File: src/synth_defines.svh
`ifndef SYNTH_DEFINES_SVH
`define SYNTH_DEFINES_SVH

// ------------------------------------------------------------------
// Select code, stream layout and register map.
// ------------------------------------------------------------------
`define SEL_CODE 3'h2
`define REF_BITS 14
`define MAIN_BITS 10
`define SWAL_BITS 7
`define WORD_BITS 32
`define CTRL_POS 0
`define SWAL_LSB 1
`define MAIN_LSB 8
`define REF_LSB 18
`define REF_DEFAULT 14'h0800
`define MAIN_DEFAULT 10'h001
`define SWAL_DEFAULT 7'h00
`define MODULUS 8'h80
`define ADDR_CMD 4'h0
`define ADDR_STAT 4'h1
`define ADDR_IRQ_STAT 4'h2
`define ADDR_IRQ_CLR 4'h3
`define ADDR_IRQ_EN 4'h4
`define ADDR_MODE 4'h5
`define CLK_DIV 8'h04
`define IRQ_DONE 0
`define IRQ_LOCK 1
`define IRQ_LOSS 2

`endif

File: src/synth_pkg.sv
`default_nettype none
package synth_pkg;
    typedef enum logic [1:0] {
        MODE_NARROW,
        MODE_WIDE,
        MODE_TUNE
    } loop_mode_t;
    typedef enum {
        SEND_IDLE,
        SEND_LOW,
        SEND_HIGH,
        SEND_LATCH
    } send_state_t;
endpackage
`default_nettype wire

File: src/synth_link_if.sv
`timescale 1ns/1ps
`default_nettype none
interface synth_link_if;
    logic module_select_bit0;
    logic module_select_bit1;
    logic module_select_bit2;
    logic ser_clk;
    logic ser_data;
    logic ser_latch;
    logic lock_flag;
    modport controller (
        output module_select_bit0, module_select_bit1, module_select_bit2,
        output ser_clk, ser_data, ser_latch,
        input lock_flag
    );
    modport synth (
        input module_select_bit0, module_select_bit1, module_select_bit2,
        input ser_clk, ser_data, ser_latch,
        output lock_flag
    );
endinterface
`default_nettype wire

File: src/synth_module.sv
// Decided for this implementation: the address-and-strobe port and the address map.
`timescale 1ns/1ps
`default_nettype none
`include "synth_defines.svh"

// Functional notes
// - Pass serial lines only for select 010.
// - Shift data on rising serial clock.
// - Latch high copies shift word to dividers.
// - Send reference, main, swallow, each MSB first.
// - Latch only when final control bit one.
// - Divide reference input by reference value.
// - Dual-modulus main and swallow divide feedback.
// - Lock high while divided signals in phase.
// - Lock flag follows internal lock indicator.
// - Fault lamp on while lock lost.
// - Drive three loop-filter switch controls.
// - Controller checks lock flag after each load.
module synth_module #(
    parameter int REF_W = `REF_BITS,
    parameter int MAIN_W = `MAIN_BITS,
    parameter int SWAL_W = `SWAL_BITS
) (
    // Clock and reset.
    input wire logic mclk_in,
    input wire logic resetn_in,
    // Link to the controller.
    synth_link_if.synth link,
    // Analog-side signals.
    input wire logic reference_input_in,
    input wire logic prescaled_feedback_in,
    input wire logic [1:0] loop_mode_in,
    output logic modulus_ctrl_out,
    output logic divided_reference_out,
    output logic divided_feedback_out,
    output logic phase_error_out,
    output logic fault_lamp_out,
    output logic open_loop_out,
    output logic enable_not_out,
    output logic tune_ctrl_out
);
    initial begin
        if (REF_W + MAIN_W + SWAL_W + 1 != `WORD_BITS) begin
            $error("Divider widths must fill the stream word.");
        end
    end

    // ------------------------------------------------------------------
    // Input synchronisers and serial decode.
    // ------------------------------------------------------------------
    logic [2:0] clk_sync;
    logic [2:0] lat_sync;
    logic [2:0] ref_sync;
    logic [2:0] fb_sync;
    logic [2:0] dat_sync;
    logic selected;
    logic [`WORD_BITS-1:0] shift_word;
    logic [REF_W-1:0] ref_div;
    logic [MAIN_W-1:0] main_div;
    logic [SWAL_W-1:0] swal_div;
    logic [REF_W-1:0] ref_cnt;
    logic [MAIN_W-1:0] main_cnt;
    logic [SWAL_W-1:0] swal_cnt;
    logic ref_pulse;
    logic fb_pulse;
    logic lock_indicator;

    // Three-stage synchronisers; stage two and three decide edges.
    always_ff @(posedge mclk_in) begin
        clk_sync <= {clk_sync[1:0], link.ser_clk};
        lat_sync <= {lat_sync[1:0], link.ser_latch};
        ref_sync <= {ref_sync[1:0], reference_input_in};
        fb_sync <= {fb_sync[1:0], prescaled_feedback_in};
        dat_sync <= {dat_sync[1:0], link.ser_data};
    end

    // Gate serial lines by the module select code.
    assign selected = ({link.module_select_bit2, link.module_select_bit1,
                        link.module_select_bit0} == `SEL_CODE);

    // Shift register holds the latest 32 bits, oldest at the top.
    always_ff @(posedge mclk_in) begin
        if (!resetn_in) begin
            shift_word <= '0;
        end else if (selected && clk_sync[1] && !clk_sync[2]) begin
            shift_word <= {shift_word[`WORD_BITS-2:0], dat_sync[1]};
        end
    end

    // Divider latches load on latch high when the control bit is set.
    always_ff @(posedge mclk_in) begin
        if (!resetn_in) begin
            ref_div <= REF_W'(`REF_DEFAULT);
            main_div <= MAIN_W'(`MAIN_DEFAULT);
            swal_div <= SWAL_W'(`SWAL_DEFAULT);
        end else if (selected && lat_sync[1] && lat_sync[2]
                     && shift_word[`CTRL_POS]) begin
            ref_div <= shift_word[`REF_LSB +: REF_W];
            main_div <= shift_word[`MAIN_LSB +: MAIN_W];
            swal_div <= shift_word[`SWAL_LSB +: SWAL_W];
        end
    end

    // ------------------------------------------------------------------
    // Dividers and phase comparison.
    // ------------------------------------------------------------------
    // Reference divider counts rising reference edges.
    always_ff @(posedge mclk_in) begin
        ref_pulse <= 1'b0;
        if (!resetn_in) begin
            ref_cnt <= '0;
        end else if (ref_sync[1] && !ref_sync[2]) begin
            if (ref_cnt + REF_W'(1) >= ref_div) begin
                ref_cnt <= '0;
                ref_pulse <= 1'b1;
            end else begin
                ref_cnt <= ref_cnt + REF_W'(1);
            end
        end
    end

    // Swallow count runs first with high modulus, then main finishes.
    always_ff @(posedge mclk_in) begin
        fb_pulse <= 1'b0;
        if (!resetn_in) begin
            main_cnt <= '0;
            swal_cnt <= '0;
        end else if (fb_sync[1] && !fb_sync[2]) begin
            if (main_cnt + MAIN_W'(1) >= main_div) begin
                main_cnt <= '0;
                swal_cnt <= '0;
                fb_pulse <= 1'b1;
            end else begin
                main_cnt <= main_cnt + MAIN_W'(1);
                if (swal_cnt < swal_div) begin
                    swal_cnt <= swal_cnt + SWAL_W'(1);
                end
            end
        end
    end

    // Phase error is set by reference pulse and cleared by feedback.
    always_ff @(posedge mclk_in) begin
        if (!resetn_in) begin
            modulus_ctrl_out <= 1'b0;
            divided_reference_out <= 1'b0;
            divided_feedback_out <= 1'b0;
            phase_error_out <= 1'b0;
            lock_indicator <= 1'b0;
        end else begin
            modulus_ctrl_out <= (swal_cnt < swal_div);
            divided_reference_out <= ref_pulse;
            divided_feedback_out <= fb_pulse;
            if (ref_pulse != fb_pulse) begin
                phase_error_out <= ref_pulse;
            end
            if (ref_pulse && fb_pulse) begin
                lock_indicator <= 1'b1;
            end else if (ref_pulse || fb_pulse) begin
                lock_indicator <= 1'b0;
            end
        end
    end

    // ------------------------------------------------------------------
    // Fault logic and loop-filter switches.
    // ------------------------------------------------------------------
    always_ff @(posedge mclk_in) begin
        if (!resetn_in) begin
            link.lock_flag <= 1'b0;
            fault_lamp_out <= 1'b1;
            open_loop_out <= 1'b0;
            enable_not_out <= 1'b0;
            tune_ctrl_out <= 1'b0;
        end else begin
            link.lock_flag <= lock_indicator;
            fault_lamp_out <= !lock_indicator;
            open_loop_out <= (loop_mode_in == synth_pkg::MODE_TUNE);
            enable_not_out <= (loop_mode_in == synth_pkg::MODE_NARROW);
            tune_ctrl_out <= (loop_mode_in == synth_pkg::MODE_TUNE);
        end
    end
endmodule
`default_nettype wire

File: src/flat_wrapper.sv
// flat-port wrapper written by rule: the top's interface ports become plain ports
module synth_module_flat 
#(
    parameter int REF_W = `REF_BITS,
    parameter int MAIN_W = `MAIN_BITS,
    parameter int SWAL_W = `SWAL_BITS
)
  (mclk_in, resetn_in, reference_input_in, prescaled_feedback_in, loop_mode_in, modulus_ctrl_out, divided_reference_out, divided_feedback_out, phase_error_out, fault_lamp_out, open_loop_out, enable_not_out, tune_ctrl_out, link_module_select_bit0, link_module_select_bit1, link_module_select_bit2, link_ser_clk, link_ser_data, link_ser_latch, link_lock_flag);
  synth_link_if link_i ();
  input wire logic mclk_in;
  input wire logic resetn_in;
  input wire logic reference_input_in;
  input wire logic prescaled_feedback_in;
  input wire logic [1:0] loop_mode_in;
  output logic modulus_ctrl_out;
  output logic divided_reference_out;
  output logic divided_feedback_out;
  output logic phase_error_out;
  output logic fault_lamp_out;
  output logic open_loop_out;
  output logic enable_not_out;
  output logic tune_ctrl_out;
  input wire logic [$bits(link_i.module_select_bit0)-1:0] link_module_select_bit0;
  input wire logic [$bits(link_i.module_select_bit1)-1:0] link_module_select_bit1;
  input wire logic [$bits(link_i.module_select_bit2)-1:0] link_module_select_bit2;
  input wire logic [$bits(link_i.ser_clk)-1:0] link_ser_clk;
  input wire logic [$bits(link_i.ser_data)-1:0] link_ser_data;
  input wire logic [$bits(link_i.ser_latch)-1:0] link_ser_latch;
  output wire logic [$bits(link_i.lock_flag)-1:0] link_lock_flag;
  assign link_i.module_select_bit0 = link_module_select_bit0;
  assign link_i.module_select_bit1 = link_module_select_bit1;
  assign link_i.module_select_bit2 = link_module_select_bit2;
  assign link_i.ser_clk = link_ser_clk;
  assign link_i.ser_data = link_ser_data;
  assign link_i.ser_latch = link_ser_latch;
  assign link_lock_flag = link_i.lock_flag;
  synth_module #(.REF_W(REF_W), .MAIN_W(MAIN_W), .SWAL_W(SWAL_W)) u_core (.mclk_in(mclk_in), .resetn_in(resetn_in), .link(link_i), .reference_input_in(reference_input_in), .prescaled_feedback_in(prescaled_feedback_in), .loop_mode_in(loop_mode_in), .modulus_ctrl_out(modulus_ctrl_out), .divided_reference_out(divided_reference_out), .divided_feedback_out(divided_feedback_out), .phase_error_out(phase_error_out), .fault_lamp_out(fault_lamp_out), .open_loop_out(open_loop_out), .enable_not_out(enable_not_out), .tune_ctrl_out(tune_ctrl_out));
endmodule
File: config.mk
export PLATFORM = sky130hd
export DESIGN_NAME = synth_module_flat
export DESIGN_NICKNAME = d
export VERILOG_FILES = /design/src/synth_pkg.sv /design/src/synth_link_if.sv /design/src/synth_module.sv /design/src/flat_wrapper.sv
export VERILOG_INCLUDE_DIRS = /design/src
export SDC_FILE = /design/constraint.sdc
export NUM_CORES = 1
export LEC_CHECK = 0
export BUFFER_PORTS_ARGS = -buffer_cell sky130_fd_sc_hd__clkbuf_2
export CAP_MARGIN = 10
export CORE_MARGIN = 1.5
export CORE_UTILIZATION = 40
export CTS_BUF_LIST = sky130_fd_sc_hd__clkbuf_4
export DETAILED_ROUTE_END_ITERATION = 8
export GPL_ROUTABILITY_DRIVEN = 1
export PLACE_DENSITY = 0.54
export REMOVE_ABC_BUFFERS = 1
export SLEW_MARGIN = 20
export SYNTH_ARGS = -nofsm -noshare
export SYNTH_HDL_FRONTEND = slang
export SYNTH_SLANG_ARGS = --single-unit
File: constraint.sdc
create_clock -name mclk_in -period 2.6 [get_ports mclk_in]
set_input_delay 0.13 -clock mclk_in [delete_from_list [all_inputs] [get_ports mclk_in]]
set_output_delay 0.13 -clock mclk_in [all_outputs]
set_load 0.01 [all_outputs]
**Word-level counts from Yosys, hierarchy flattened**

Cells that the tools add are included.

- Register bits after elaboration: 119
- Output and inout bits: 9
- Logic and storage cells: 59

- $add $sub $neg: 3
- Reductions and logical operators: 19
- Magnitude comparators: 3
- Equal/unequal tests: 3
- Mux-type cells: 8

Operator list:

| cell | count |
|---|---|
| $add 14x1->14 const B | 1 |
| $ge 14x14->1 | 1 |
| $mux 14 | 1 |
| $mux 7 | 2 |
| $add 10x1->10 const B | 1 |
| $ge 10x10->1 | 1 |
| $mux 10 | 1 |
| $logic_and 1x1->1 | 8 |
| $add 7x1->7 const B | 1 |
| $lt 7x7->1 | 1 |
| $reduce_and 2->1 | 3 |
| $logic_not 1->1 | 4 |
| $mux 1 | 4 |
| $reduce_bool 2->1 | 2 |
| $eq 3x2->1 const B | 1 |
| $eq 2x2->1 const B | 1 |
| $logic_not 2->1 | 1 |
| $logic_or 1x1->1 | 1 |
| $ne 1x1->1 | 1 |

**Longest topological paths before layout**

- Word-level depth: 4
- Depth in mapped cells: 15
- Gate-level depth less buffers: 13

**Least setup slack after synthesis**

No wires, ideal clock.

- Path type: reg2reg
- Start: register u_core.main_cnt[0]
- End: register u_core.swal_cnt[6]
- Cell stages (with the launch flop): 14
- Data required time: 2,482 ps
- Setup slack: 35 ps
- Data arrival time: 2,447 ps
- Buffers on the path: 2
- Cell sequence: dfxtp_1 > ha_1 > and3_1 > nand3_1 > xnor2_1 > ha_1 > nand2_2 > nor2_4 > or3b_4 > and2_4 > buf_6 > buf_8 > a21oi_1 > o21ai_1

- Word-level cells in the longest chain between the ends: 4

RTL lines:

| element | RTL line | RTL |
|---|---|---|
| start, declared | synth_module.sv:62 | `logic [MAIN_W-1:0] main_cnt;` |
| start signal, assigned | synth_module.sv:134 | `main_cnt <= main_cnt + MAIN_W'(1);` |
| $add 10x1->10 * | synth_module.sv:129 | `if (main_cnt + MAIN_W'(1) >= main_div) begin` |
| $ge 10x10->1 * | synth_module.sv:129 |  |
| $reduce_bool 2->1 (no line) | -- |  |
| $reduce_and 2->1 (no line) | -- |  |
| end signal, assigned | synth_module.sv:136 | `swal_cnt <= swal_cnt + SWAL_W'(1);` |
| end, declared | synth_module.sv:63 | `logic [SWAL_W-1:0] swal_cnt;` |

Every way passes the cells marked *; elsewhere a longest branch is shown, timed or not.
A chain may end at the register's enable or synchronous reset.

**Worst setup path in the final report**

- Start: register u_core.main_cnt[0]
- End: register u_core.swal_cnt[5]

Same word-level chain as after synthesis.

==> out/results.tsv <==
metric	value	unit
status	complete, no violations	
max-vdd-ir-drop	0.0002991	V
antenna_found_initial	1	
port_buffers	20	
mostFrequentLayoutCell	nand2_1	
endpoint_kind	flip-flop	
yosysTopAreaCell	dfxtp_1	
place_ws	-0.1622	ns
cts_made_buffers	17	
min_to	u_core.main_div[0]	
first_global_vias	4166	
nets	747	
post-route-min-period	2.536	ns
cap_violations	0	
ys.flop_type	dfxtp_1	
synth_edf_count	0	
place_inst	837	
total_power	3.344	mW
ys_top_cells_by_area	dfxtp_1, nand2_1, a21oi_1	
die-area	14130	sq um
required	3.04	ns
n_fill_cell	1290	
finalWeightedCongestion	0.7685	
worstPathCellList	and3_4, nand3_4, nor2_4, xor2_2, ha_4, nand2_2, nor2_4, buf_4, a31oi_4, nand3_4, or4_1, o21ai_1	
holdWs	0.07762	ns
boundaryPins	21	
seqCellArea	2406	sq um
synth_xor_area_share	3.052	%
rr_worst_depth	12	
clock-sinks	119	
worstSkewPairLatency	0.52	ns
min-delay-start	resetn_in	
die_h	118.9	microns
slew_viol_final	0	
synth.mux.area_fraction	1.305	%
grt_use_total	17.02	%
drive_gt1_share	21.88	%
drtIter0Drc	326	
dpl.hpwl	7513	microns
startpoint_type	flip-flop	
synth-compound-area-share	13.65	%
worstPathMaxFanout	6	
setup_viol	0	
vias_per_cell	5.091	
wire_per_inst	13.42	microns
r2r_end	u_core.swal_cnt[5]	
grt-ovfl-total	0	
detail_route.first_pass.iterations	4	
tightest_slew	0.7777	ns
postRouteAntennaNets	0	
syn-cell-area	5370	sq um
cts_tree	yes	
r2r_start	u_core.main_cnt[0]	
clk_path_buf_depth	2	
start_util	40.71	%
synth_top_area_share	44.36	%
instances_no_fill	890	
syn_inst	650	
hold_violations	0	
syn_avg_cell_area	8.262	sq um
finalCritPeriodShare	97.53	%
cts_max_level	4	
hold_depth	2	
finalClockSkew	0.01397	ns
cpPeakStageDelay	0.42	ns
path_clk_slew	0.10	ns
yosysSeqAreaShare	44.36	%
syn_to_final_growth	21.46	%
synthAdderAreaFrac	8.155	%
worstPathArrival	2.98	ns
fmax	394.4	MHz
synth_top_family_by_area	simple AND/OR/NAND/NOR gates	
grt_max_degree	60	
synthDistinctLibCells	50	
rrSetupSlack	0.06	ns
ys_warn_count	0	
relSlewSlack	48.15	%
cts-root-buf	clkbuf_4	
drc	0	
path_class	flip-flop to flip-flop	
grt_first_pass_wirelength	19400	microns
die_w	118.9	microns
multi_input_area	2927	sq um
fin_setup_tns	0	ns
coreArea	13190	sq um
fin_ws	0.06435	ns
synth-simple-area-share	23.18	%
wl	11950	microns
path_buf_inv	1	
synth-seq-cells	119	
rows	42	
slowest_stage	or4_1	
layout_common_cells	nand2_1, dfxtp_1, a21oi_1, inv_1, buf_4	
hp-class	input pin to flip-flop	
power.leakage	2.461	nW
crit_family	simple AND/OR/NAND/NOR gates	
cp.depth	12	
num_vias	4531	
power_density	512.7	nW/um^2
async_flop_share	0	%
power breakdown:
part           switching (mW)  total, mW  leakage (nW)  internal, mW
clock                   0.705       1.39         0.162         0.684
sequential            0.00857       1.84         0.971          1.83
combinational          0.0722      0.113          1.33        0.0404
final cells by class:
class	instances	area share, %
Tap cell	176	3.376
Sequential cell	119	36.89
Multi-Input combinational cell	453	44.87
Antenna cell	1	0.03837
Timing Repair Buffer	69	7.961
Clock inverter	13	2.379
Inverter	40	2.302
Clock buffer	19	2.187
per-stage QoR:
stage | utilization, % | area, sq um
2_1_floorplan | - | 5182
3_3_place_gp | 43.52 | 5741
3_5_place_dp | 43.52 | 5741
4_1_cts | 46.79 | 6172
5_1_grt | 49.45 | 6523
6_report | 49.45 | 6523
sequential cells by signal, indices dropped and copies added, names as in the netlist, 7 cells and up:
name               cells
u_core.main_cnt       10
u_core.main_div       10
u_core.ref_cnt        14
u_core.ref_div        14
u_core.shift_word     32
u_core.swal_cnt        7
u_core.swal_div        7
worst reg2reg max path: cells and delay by family (launching register included):
kind | cells | cell delay [ns]
xor gates and xnor gates | 1 | 0.22
AOI/OAI and AO/OA | 2 | 0.29
buffers and inverters | 1 | 0.13
and+or+nand+nor | 7 | 1.18
adders and majority gates | 1 | 0.25
DFF | 1 | 0.40
cell usage after synthesis (7+ instances only):
cell	n
mux2i_1	7
and3_1	11
xnor2_1	8
ha_1	35
nand4_1	17
nor2_1	10
o22ai_1	7
a21oi_1	88
a31oi_1	9
clkbuf_1	24
dfxtp_1	119
nand3_1	25
inv_1	39
nand2_1	161
xor2_1	7
buf_2	9
cells by family (layout without fill, tap and decap cells):
group | count (synthesis) | in the layout
other | 0 | 1
adder cells (fa/ha/maj) | 35 | 35
AO/OA/AOI/OAI | 130 | 130
buffers and inverters | 79 | 141
multiplexers | 7 | 7
XOR/XNOR | 17 | 17
flip-flops | 119 | 119
AND/OR/NAND/NOR | 263 | 264
worst max path at each step:
stage | from | end
after global routing | u_core.main_cnt[0] | u_core.main_cnt[6]
after floorplan | u_core.ref_cnt[2] | u_core.ref_cnt[10]
after detailed placement | u_core.main_cnt[0] | u_core.swal_cnt[5]
final | u_core.main_cnt[0] | u_core.swal_cnt[5]
after CTS | u_core.ref_cnt[0] | u_core.ref_cnt[2]
after global placement | u_core.main_cnt[0] | u_core.swal_cnt[5]
metal layers:
layer / wire length, microns / global-route usage, % / vias up
met5: 0 / 0 / -
met4: 108 / 5.422 / 0
met3: 444 / 5.172 / 7
met2: 5479 / 26.16 / 72
met1: 5914 / 22.92 / 2141
li1: - / - / 2311
timing repair:
| item | in CTS | in global routing |
|---|---|---|
| endpoints found under the hold margin | 7 | 0 |
| setup endpoints to repair | 28 | 32 |
| hold buffers | 8 | 0 |
| pin swaps | 10 | 26 |
| setup buffers | 3 | 6 |
| gates cloned | 0 | 3 |
| gates resized for setup | 13 | 62 |
Note: power is estimated with default switching activity, not from simulation.
